<file path="config.mk">
export PLATFORM = sky130hd
export DESIGN_NAME = pmi_top
export DESIGN_NICKNAME = d
export VERILOG_FILES = /design/src/hdl/pmi_pkg.sv /design/src/hdl/pmi_top.sv
export VERILOG_INCLUDE_DIRS = /design/src /design/src/hdl
export SDC_FILE = /design/constraint.sdc
export NUM_CORES = 1
export LEC_CHECK = 0
export ABC_AREA = 1
export BUFFER_PORTS_ARGS = -buffer_cell sky130_fd_sc_hd__buf_2
export CAP_MARGIN = 15
export CORE_MARGIN = 5
export CORE_UTILIZATION = 50
export CTS_CLUSTER_DIAMETER = 200
export CTS_CLUSTER_SIZE = 14
export DETAILED_ROUTE_END_ITERATION = 10
export GPL_ROUTABILITY_DRIVEN = 1
export PLACE_DENSITY = 0.77
export SETUP_SLACK_MARGIN = 0.05
export SYNTH_ARGS = -nofsm -noshare
export SYNTH_HDL_FRONTEND = slang
export SYNTH_SLANG_ARGS = --single-unit
</file>
<file path="constraint.sdc">
create_clock -name MCLK_I -period 1.57 [get_ports MCLK_I]
set_input_delay 0 -clock MCLK_I [delete_from_list [all_inputs] [get_ports MCLK_I]]
set_output_delay 0 -clock MCLK_I [all_outputs]
set_load 0.005 [all_outputs]
</file>
<file path="src/hdl/pmi_consts.svh">
`ifndef PMI_CONSTS_SVH
`define PMI_CONSTS_SVH
// register indices on the word pointer
`define PMI_REG_LIMIT    8'h07
`define PMI_REG_FLAGS    8'h08
`define PMI_REG_PINCTL   8'h09
`define PMI_PTR_RESET    8'h00
// field layout
`define PMI_FLAG_BUS_UNDER   0
`define PMI_FLAG_BUS_OVER    1
`define PMI_FLAG_SHUNT_UNDER 2
`define PMI_FLAG_SHUNT_OVER  3
`define PMI_LIMIT_LSB_MV     256
`define PMI_LIMIT_SHIFT      8
// reset values
`define PMI_UPPER_RESET  8'hFF
`define PMI_LOWER_RESET  8'h00
`define PMI_PINCTL_RESET 9'h000
// slave addressing: fixed upper part, broadcast
`define PMI_ADDR_FIXED   3'h4
`define PMI_ADDR_BCAST   7'h3F
// power-up quiet time before the serial port listens
`define PMI_CLK_NS       10
`define PMI_PWRUP_NS     1000
`define PMI_PWRUP_CYC    ((`PMI_PWRUP_NS + `PMI_CLK_NS - 1) / `PMI_CLK_NS)
`endif

</file>
<file path="src/hdl/pmi_pkg.sv">
package pmi_pkg;
  // one conversion result handed over by the measurement path
  typedef struct packed {
    logic        valid;
    logic [15:0] bus_mv;
    logic        shunt_over;
    logic        shunt_under;
  } pmi_conv_t;
  // clock-in/alert pin control word
  typedef struct packed {
    logic       force_alert;
    logic       alert_enable;
    logic       external_clock_select;
    logic [5:0] clock_divider_field;
  } pmi_pinctl_t;
  // strap level code per pin: 0 ground, 1 supply, 2 data line, 3 clock line
  typedef logic [1:0] pmi_strap_t;
  typedef enum logic [2:0] {
    ST_IDLE = 3'b000,
    ST_ADDR = 3'b001,
    ST_AACK = 3'b010,
    ST_RX   = 3'b011,
    ST_RACK = 3'b100,
    ST_TX   = 3'b101,
    ST_MACK = 3'b110
  } pmi_state_t;
endpackage : pmi_pkg

</file>
<file path="src/hdl/pmi_top.sv">
`timescale 1ns/10ps
`default_nettype none
`include "pmi_consts.svh"
// Functional notes
// - limit register holds two 8-bit 256mV codes
// - compare each conversion once
// - exceeded limit sets sticky flag
// - writing one clears a flag
// - four flags: bus and shunt, under/over
// - flag bits 3..0, upper bits zero
// - force bit pulls alert pin low
// - enabled flags pull alert pin low
// - external clock makes pin input, oscillator off
// - internal clock is pin over 2*(div+1)
// - slave only, never drives clock
// - words travel high byte first
// - data changes while clock low only
// - idle after power-up until valid start
// - stop returns port to idle
// - address is fixed part plus straps
// - acknowledge address only on match
// - broadcast address accepted for writes only
// - pointer resets to 00h
// - write: pointer, high, low byte acked
// - read: repeated start, two bytes, master nacks
// - pointer increments after each sent word
// - works as SMBus slave at 100kHz
module pmi_top (
  input  wire logic                MCLK_I,
  input  wire logic                RESET_I,
  input  wire logic                SCL_I,
  input  wire logic                SDA_I,
  output var  logic                SDA_O,
  output var  logic                SDA_OE_O,
  input  wire pmi_pkg::pmi_strap_t STRAP_LOW_I,
  input  wire pmi_pkg::pmi_strap_t STRAP_HIGH_I,
  input  wire pmi_pkg::pmi_conv_t  CONV_I,
  input  wire logic                CKAL_I,
  output var  logic                CKAL_O,
  output var  logic                CKAL_OE_O,
  output var  logic                OSC_EN_O,
  output var  logic                INT_CLK_O
);
  import pmi_pkg::*;

  logic [2:0]  scl_sy_r, sda_sy_r, ck_sy_r;
  pmi_strap_t  stl_s1_r, stl_s2_r, sth_s1_r, sth_s2_r;
  logic [7:0]  pwr_cnt_r;
  logic        ready_r;
  logic [6:0]  own_addr_r;
  pmi_state_t  state_r;
  logic [3:0]  bit_cnt_r;
  logic [7:0]  shift_r, tx_sh_r, ptr_r, hi_r;
  logic [1:0]  rx_idx_r;
  logic        rd_r, byte_sel_r, mack_r;
  logic        wr_r;
  logic [7:0]  wr_addr_r;
  logic [15:0] wr_data_r;
  logic [7:0]  upper_r, lower_r;
  logic [3:0]  flags_r, flag_set, flag_clr;
  pmi_pinctl_t pinctl_r;
  logic [5:0]  div_cnt_r;
  logic        scl_rise, scl_fall, start_c, stop_c, ck_rise;
  logic [15:0] tx_word, tx_next_word;

  ////////////////////////////////////////////////////////////////////////
  // pin synchronisers; SMBus lines are the same pins
  always_ff @(posedge MCLK_I) begin
    if (RESET_I) begin
      scl_sy_r <= 3'h7;
      sda_sy_r <= 3'h7;
      ck_sy_r  <= 3'h7;                                          // pulled-up idle, no false rise
    end else begin
      scl_sy_r <= {scl_sy_r[1:0], SCL_I};
      sda_sy_r <= {sda_sy_r[1:0], SDA_I};
      ck_sy_r  <= {ck_sy_r[1:0], CKAL_I};
    end
  end

  // strap codes are pins too
  always_ff @(posedge MCLK_I) begin
    if (RESET_I) begin
      stl_s1_r <= 2'h0;
      stl_s2_r <= 2'h0;
      sth_s1_r <= 2'h0;
      sth_s2_r <= 2'h0;
    end else begin
      stl_s1_r <= STRAP_LOW_I;
      stl_s2_r <= stl_s1_r;
      sth_s1_r <= STRAP_HIGH_I;
      sth_s2_r <= sth_s1_r;
    end
  end

  // edges read only stages 1 and 2 of each chain, never stage 0
  assign scl_rise = scl_sy_r[1] & ~scl_sy_r[2];
  assign scl_fall = ~scl_sy_r[1] & scl_sy_r[2];
  assign start_c  = scl_sy_r[1] & scl_sy_r[2] & ~sda_sy_r[1] & sda_sy_r[2];
  assign stop_c   = scl_sy_r[1] & scl_sy_r[2] & sda_sy_r[1] & ~sda_sy_r[2];
  assign ck_rise  = ck_sy_r[1] & ~ck_sy_r[2];

  ////////////////////////////////////////////////////////////////////////
  // power-up quiet time; straps are caught when it ends
  always_ff @(posedge MCLK_I) begin
    if (RESET_I) begin
      pwr_cnt_r  <= 8'h00;
      ready_r    <= 1'b0;
      own_addr_r <= 7'h00;
    end else if (!ready_r) begin
      pwr_cnt_r <= pwr_cnt_r + 8'h01;
      if (pwr_cnt_r == 8'(`PMI_PWRUP_CYC)) begin
        ready_r    <= 1'b1;
        own_addr_r <= {`PMI_ADDR_FIXED, sth_s2_r, stl_s2_r};
      end
    end
  end

  ////////////////////////////////////////////////////////////////////////
  // register read mux; unmodelled or out-of-range locations read zero
  function automatic logic [15:0] rd_word(input logic [7:0] a);
    unique case (a)
      `PMI_REG_LIMIT:  rd_word = {upper_r, lower_r};
      `PMI_REG_FLAGS:  rd_word = {12'h000, flags_r};
      `PMI_REG_PINCTL: rd_word = {7'h00, pinctl_r};
      default:         rd_word = 16'h0000;
    endcase
  endfunction : rd_word

  assign tx_word      = rd_word(ptr_r);
  assign tx_next_word = rd_word(ptr_r + 8'h01);

  ////////////////////////////////////////////////////////////////////////
  // serial engine; sample on clock rise, change data on clock fall
  always_ff @(posedge MCLK_I) begin
    if (RESET_I) begin
      state_r    <= ST_IDLE;
      bit_cnt_r  <= 4'h0;
      shift_r    <= 8'h00;
      tx_sh_r    <= 8'h00;
      hi_r       <= 8'h00;
      ptr_r      <= `PMI_PTR_RESET;
      rx_idx_r   <= 2'h0;
      rd_r       <= 1'b0;
      byte_sel_r <= 1'b0;
      mack_r     <= 1'b0;
      SDA_OE_O   <= 1'b0;
      wr_r       <= 1'b0;
      wr_addr_r  <= 8'h00;
      wr_data_r  <= 16'h0000;
    end else begin
      wr_r <= 1'b0;
      if (!ready_r) begin
        state_r  <= ST_IDLE;
        SDA_OE_O <= 1'b0;
      end else if (start_c) begin
        state_r   <= ST_ADDR;                                    // repeated start too
        bit_cnt_r <= 4'h0;
        SDA_OE_O  <= 1'b0;
      end else if (stop_c) begin
        state_r  <= ST_IDLE;
        SDA_OE_O <= 1'b0;
      end else begin
        unique case (state_r)
          ST_IDLE: ;
          ST_ADDR, ST_RX: begin
            if (scl_rise) begin
              shift_r   <= {shift_r[6:0], sda_sy_r[2]};
              bit_cnt_r <= bit_cnt_r + 4'h1;
            end else if (scl_fall && bit_cnt_r == 4'h8) begin
              bit_cnt_r <= 4'h0;
              if (state_r == ST_ADDR) begin
                // broadcast reads would collide, so they are not acked
                if (shift_r[7:1] == own_addr_r ||
                    (shift_r[7:1] == `PMI_ADDR_BCAST && !shift_r[0])) begin
                  rd_r     <= shift_r[0];
                  rx_idx_r <= 2'h0;
                  SDA_OE_O <= 1'b1;
                  state_r  <= ST_AACK;
                end else begin
                  state_r <= ST_IDLE;
                end
              end else begin
                state_r  <= ST_RACK;
                SDA_OE_O <= (rx_idx_r != 2'h3);
                if (rx_idx_r != 2'h3) begin
                  rx_idx_r <= rx_idx_r + 2'h1;
                end
                unique case (rx_idx_r)
                  2'h0: ptr_r <= shift_r;
                  2'h1: hi_r <= shift_r;
                  2'h2: begin
                    wr_r      <= 1'b1;
                    wr_addr_r <= ptr_r;
                    wr_data_r <= {hi_r, shift_r};
                  end
                  2'h3: ;
                endcase
              end
            end
          end
          ST_AACK: begin
            if (scl_fall) begin
              bit_cnt_r <= 4'h0;
              if (rd_r) begin
                tx_sh_r    <= {tx_word[14:8], 1'b0};
                SDA_OE_O   <= ~tx_word[15];
                byte_sel_r <= 1'b0;
                state_r    <= ST_TX;
              end else begin
                SDA_OE_O <= 1'b0;
                state_r  <= ST_RX;
              end
            end
          end
          ST_RACK: begin
            if (scl_fall) begin
              SDA_OE_O <= 1'b0;
              state_r  <= ST_RX;
            end
          end
          ST_TX: begin
            // only the data line is ever driven, and only low
            if (scl_fall) begin
              bit_cnt_r <= bit_cnt_r + 4'h1;
              if (bit_cnt_r == 4'h7) begin
                SDA_OE_O <= 1'b0;
                state_r  <= ST_MACK;
              end else begin
                SDA_OE_O <= ~tx_sh_r[7];
                tx_sh_r  <= {tx_sh_r[6:0], 1'b0};
              end
            end
          end
          ST_MACK: begin
            if (scl_rise) begin
              mack_r <= ~sda_sy_r[2];
            end else if (scl_fall) begin
              bit_cnt_r <= 4'h0;
              if (byte_sel_r) begin
                ptr_r <= ptr_r + 8'h01;
              end
              // nack ends the read; wait quietly for the stop
              if (!mack_r) begin
                state_r <= ST_IDLE;
              end else if (!byte_sel_r) begin
                tx_sh_r    <= {tx_word[6:0], 1'b0};
                SDA_OE_O   <= ~tx_word[7];
                byte_sel_r <= 1'b1;
                state_r    <= ST_TX;
              end else begin
                tx_sh_r    <= {tx_next_word[14:8], 1'b0};
                SDA_OE_O   <= ~tx_next_word[15];
                byte_sel_r <= 1'b0;
                state_r    <= ST_TX;
              end
            end
          end
        endcase
      end
    end
  end

  ////////////////////////////////////////////////////////////////////////
  // writable registers
  always_ff @(posedge MCLK_I) begin
    if (RESET_I) begin
      upper_r  <= `PMI_UPPER_RESET;
      lower_r  <= `PMI_LOWER_RESET;
      pinctl_r <= `PMI_PINCTL_RESET;
    end else if (wr_r) begin
      if (wr_addr_r == `PMI_REG_LIMIT) begin
        upper_r <= wr_data_r[15:8];
        lower_r <= wr_data_r[7:0];
      end
      if (wr_addr_r == `PMI_REG_PINCTL) begin
        pinctl_r <= wr_data_r[8:0];
      end
    end
  end

  // limit compare, once per conversion strobe; codes scale by 256mV
  always_comb begin
    flag_set = 4'h0;
    if (CONV_I.valid) begin
      flag_set[`PMI_FLAG_BUS_UNDER]   = CONV_I.bus_mv < {lower_r, 8'h00};
      flag_set[`PMI_FLAG_BUS_OVER]    = CONV_I.bus_mv > {upper_r, 8'hFF};
      flag_set[`PMI_FLAG_SHUNT_UNDER] = CONV_I.shunt_under;
      flag_set[`PMI_FLAG_SHUNT_OVER]  = CONV_I.shunt_over;
    end
    flag_clr = (wr_r && wr_addr_r == `PMI_REG_FLAGS) ? wr_data_r[3:0] : 4'h0;
  end

  // sticky flags; a new event wins over a clear in the same cycle
  always_ff @(posedge MCLK_I) begin
    if (RESET_I) begin
      flags_r <= 4'h0;
    end else begin
      flags_r <= (flags_r & ~flag_clr) | flag_set;
    end
  end

  ////////////////////////////////////////////////////////////////////////
  // shared pin: open-drain alert, or clock input
  always_ff @(posedge MCLK_I) begin
    if (RESET_I) begin
      CKAL_O    <= 1'b0;
      CKAL_OE_O <= 1'b0;
      OSC_EN_O  <= 1'b1;
      SDA_O     <= 1'b0;
    end else begin
      CKAL_O    <= 1'b0;
      SDA_O     <= 1'b0;
      OSC_EN_O  <= ~pinctl_r.external_clock_select;
      CKAL_OE_O <= ~pinctl_r.external_clock_select &&
                   (pinctl_r.force_alert ||
                    (pinctl_r.alert_enable && |flags_r));
    end
  end

  // divider toggles every div+1 pin rises, period 2*(div+1)
  always_ff @(posedge MCLK_I) begin
    if (RESET_I) begin
      div_cnt_r <= 6'h00;
      INT_CLK_O <= 1'b0;
    end else if (!pinctl_r.external_clock_select) begin
      div_cnt_r <= 6'h00;
      INT_CLK_O <= 1'b0;
    end else if (ck_rise) begin
      if (div_cnt_r >= pinctl_r.clock_divider_field) begin
        div_cnt_r <= 6'h00;
        INT_CLK_O <= ~INT_CLK_O;
      end else begin
        div_cnt_r <= div_cnt_r + 6'h01;
      end
    end
  end
endmodule : pmi_top
`default_nettype wire

</file>
==> metrics.md <==
| Metric | Value |
|---|---|
| Status | finished with violations |
| Violated checks | negative setup slack |
| Number of flops mapped to enable cells by yosys | 0 |
| WP data arrival | ~2.3 ns |
| Synth Area per Inst | 7.20 um2 |
| Core box area | between 0.01 and 0.015 mm2 |
| Initial antenna violation count | 0 |
| Post-synth top flop | dfxtp_1 |
| Count of final setup violators | 61 |
| CTS Buf Count | 17 |
| Max-slew violations | 0 |
| Comb pwr share | ~5% |
| Final hold viol count | 0 |
| WL per Instance | 19.0 um |
| Final worst-path cycle share | 123% |
| Worst-Skew Late Latency | around 0.44 ns |
| CTS Root Cell | clkbuf_16 |
| Final #Nets | between 1,000 and 1,500 |
| Share of cells above drive strength 1 | between 30% and 40% |
| Max Cap Viol | 0 |
| Power per cell area | 781 mW/mm2 |
| Final worst slack | -0.357 ns |
| Reg2Reg Depth | 10 |
| Chip height | approximately 130 um |
| CP endpoint | tx_sh_r[2] |
| Global-route wire length before repair | about 33 mm |
| Largest buffer count on any clock path | 2 |
| Worst Setup SP | ptr_r[5] |
| Synth cell count leaders | nand2_1, dfxtp_1, inv_1 |
| IO Pins | 34 |
| Largest net degree at the start of global routing | 35 |
| Overflow after GRT | 0 |
| RSZ-0062 raised after global routing | yes |
| Worst path required time | just under 2 ns |
| Tot Pwr | about 0.0077 W |
| Seq pwr share | between 40% and 50% |
| Antenna cells | 0 |
| Setup slack, reg-to-reg | -0.36 ns |
| Flops & latches, synth | roughly 140 |
| Post-Route Skew | around 0.0094 ns |
| Cell type with the largest total area after synthesis | dfxtp_1 |
| Internal Pwr Total | 0.00577 W |
| Drt first pass iters | 9 |
| Total routed wirelength | about 25 mm |
| Number of remaining DRC errors | 0 |
| Clock power frac | 49.1% |
| FFs w/ async S/R, synth | 0% |
| Initial Utilization | between 50% and 60% |
| Placed Instance Area | 0.00778 mm2 |
| Iter 0 DRT Violations | between 1,000 and 1,500 |
| Yosys top cell area share | between 40 and 50% |
| Critical path class | flop to flop |
| Die Wd | between 100 and 150 um |
| Post-synthesis sequential area ratio | 41.2% |
| Mapped Cells | 932 |
| Clock sinks | ~140 |
| Hold crit path type | input port to flop |
| Sw Share | approximately a quarter |
| R2R Path End | tx_sh_r[2] |
| Most area-consuming cells after synthesis | dfxtp_1, nand2_1, a21oi_1 |
| Total GRT Usage | between 20% and 30% |
| Via density | between 5 and 6 |
| Die footprint | 0.0158 mm2 |
| Max Clock Freq | slightly above 500 MHz |
| Site Rows | 42 |
| Startpoint types | flop |
| DP HPWL | roughly 13 mm |
| Critical Path Sink Type | flop |
| H-tree depth | 4 |
| Count leader, synth | nand2_1 |
| Final worst path period need | about 1.9 ns |
| Vias in the first global route | 6,968 |
| Layout overhead on the synthesized area | 47.1% |
| Placer Congestion | just under 0.9 |
| YS warnings | 0 |
| Vias | 7,688 |
| Reg2reg start | ptr_r[5] |
| CTS tree | built |
| Leakage Power | 4.12 nW |
| Final antenna-violating net count | 0 |
| Critical Path Fanout Max | 6 |
| VDD IR max | 869 uV |
| Post-layout instance area | slightly below 0.01 mm2 |
| Library cells used by synthesis | 40 |
| Clock-pin transition on the worst setup and hold timing paths | approximately 0.06 ns |
| Post-Syn Area | approximately 0.0067 mm2 |
| # port buffers | 31 |
| P_sw | about 0.0019 W |
worst min path at each step:
stage	end	slack, ns	cells after the start	from
floorplan	ck_sy_r[0]	0.10	1	CKAL_I
global placement	ck_sy_r[0]	0.18	2	CKAL_I
detailed placement	sda_sy_r[0]	0.19	2	SDA_I
CTS	flags_r[1]	0.06	6	CONV_I[4]
global route	flags_r[0]	0.12	5	CONV_I[14]
finish	flags_r[1]	0.07	6	CONV_I[4]
layer usage:
layer | part of all wire, % | GRT usage, % | vias up
li1 | - | - | 3418
met1 | 36 | 29.4 | 3502
met2 | 47 | 44.5 | 585
met3 | 9.5 | 5.59 | 183
met4 | 7.3 | 13.2 | 0
met5 | 0 | 0 | -
power groups by stage:
stage	registers (W)	logic (W)	clock network, W
after floorplan	0.00362	0.000154	0
after global placement	0.00362	0.000264	0
after detailed placement	0.00362	0.000274	0
after CTS	0.00354	0.000328	0.00374
after global routing	0.00354	0.000417	0.00397
final	0.00354	0.000383	0.00379
layout by cell type (no fill, tap or decap), drive strengths merged, types with 7 or more instances in the layout:
master,instances
nor3,12
inv,144
dlygate4sd3,16
clkinvlp,7
o21ai,112
clkbuf,21
nand2,165
nor2,82
a21oi,117
nand4,15
ha,34
o211ai,14
nand3,35
buf,165
dfxtp,138
kinds of logic after synthesis:
kind of cell	Yosys count	synth area share, %
AO/OA/AOI/OAI	254	19.9
buffers and inverters	171	10.3
adder cells (fa/ha/maj)	34	6.34
multiplexers	1	0.149
XOR/XNOR	7	0.914
other	1	0.0559
AND/OR/NAND/NOR	326	21.2
flip-flops	138	41.2
state kept, by name, indices dropped and copies added (netlist names), 3 cells and up:
register and flops:
bit_cnt_r 4, state_r 3, own_addr_r 5, wr_data_r 16
pwr_cnt_r 8, pinctl_r 9, scl_sy_r 3, tx_sh_r 7
wr_addr_r 8, div_cnt_r 6, hi_r 8, flags_r 4
upper_r 8, ptr_r 8, ck_sy_r 3, sda_sy_r 3
lower_r 8, shift_r 8
cell type report:
type                            count  area, um2
Sequential cell                   138       2800
Multi-Input combinational cell    625       4140
Tap cell                          176        220
Inverter                          140        547
Clock inverter                     14        111
Timing Repair Buffer              184       1620
Clock buffer                       18        439
Fill cell                         775       3320
critical path, stage by stage (launching register included):
cell and delay [ns]:
dfxtp_1 0.36, nor2_1 0.15, nand2_1 0.19, inv_1 0.11
nand2_2 0.12, buf_6 0.16, o211ai_1 0.23, nand3_1 0.16
nand2_1 0.14, nand2_2 0.09, a21oi_2 0.15
what timing repair did:
item,4_1_cts,5_1_grt
setup buffers,16,11
endpoints found under the hold margin,15,0
setup endpoints to repair,67,92
cloned,3,4
hold buffers,16,0
pin swaps,37,47
gates resized for setup,148,203
stage by stage:
step / util (%) / hold slack (ns) / std cells / worst slack (ns) / setup TNS (ns)
final: 74.9 / 0.0748 / 1295 / -0.357 / -8.33
after global routing: 74.9 / 0.122 / 1295 / -0.419 / -12.73
after CTS: 68.7 / 0.0647 / 1280 / -0.109 / -1.75
after detailed placement: 59.0 / 0.189 / 1213 / -0.273 / -6.81
after global placement: 59.0 / 0.184 / 1213 / -0.148 / -3.06
after floorplan: - / 0.104 / 933 / 0.0621 / 0
No activity file was read; power rests on OpenSTA's default activity.
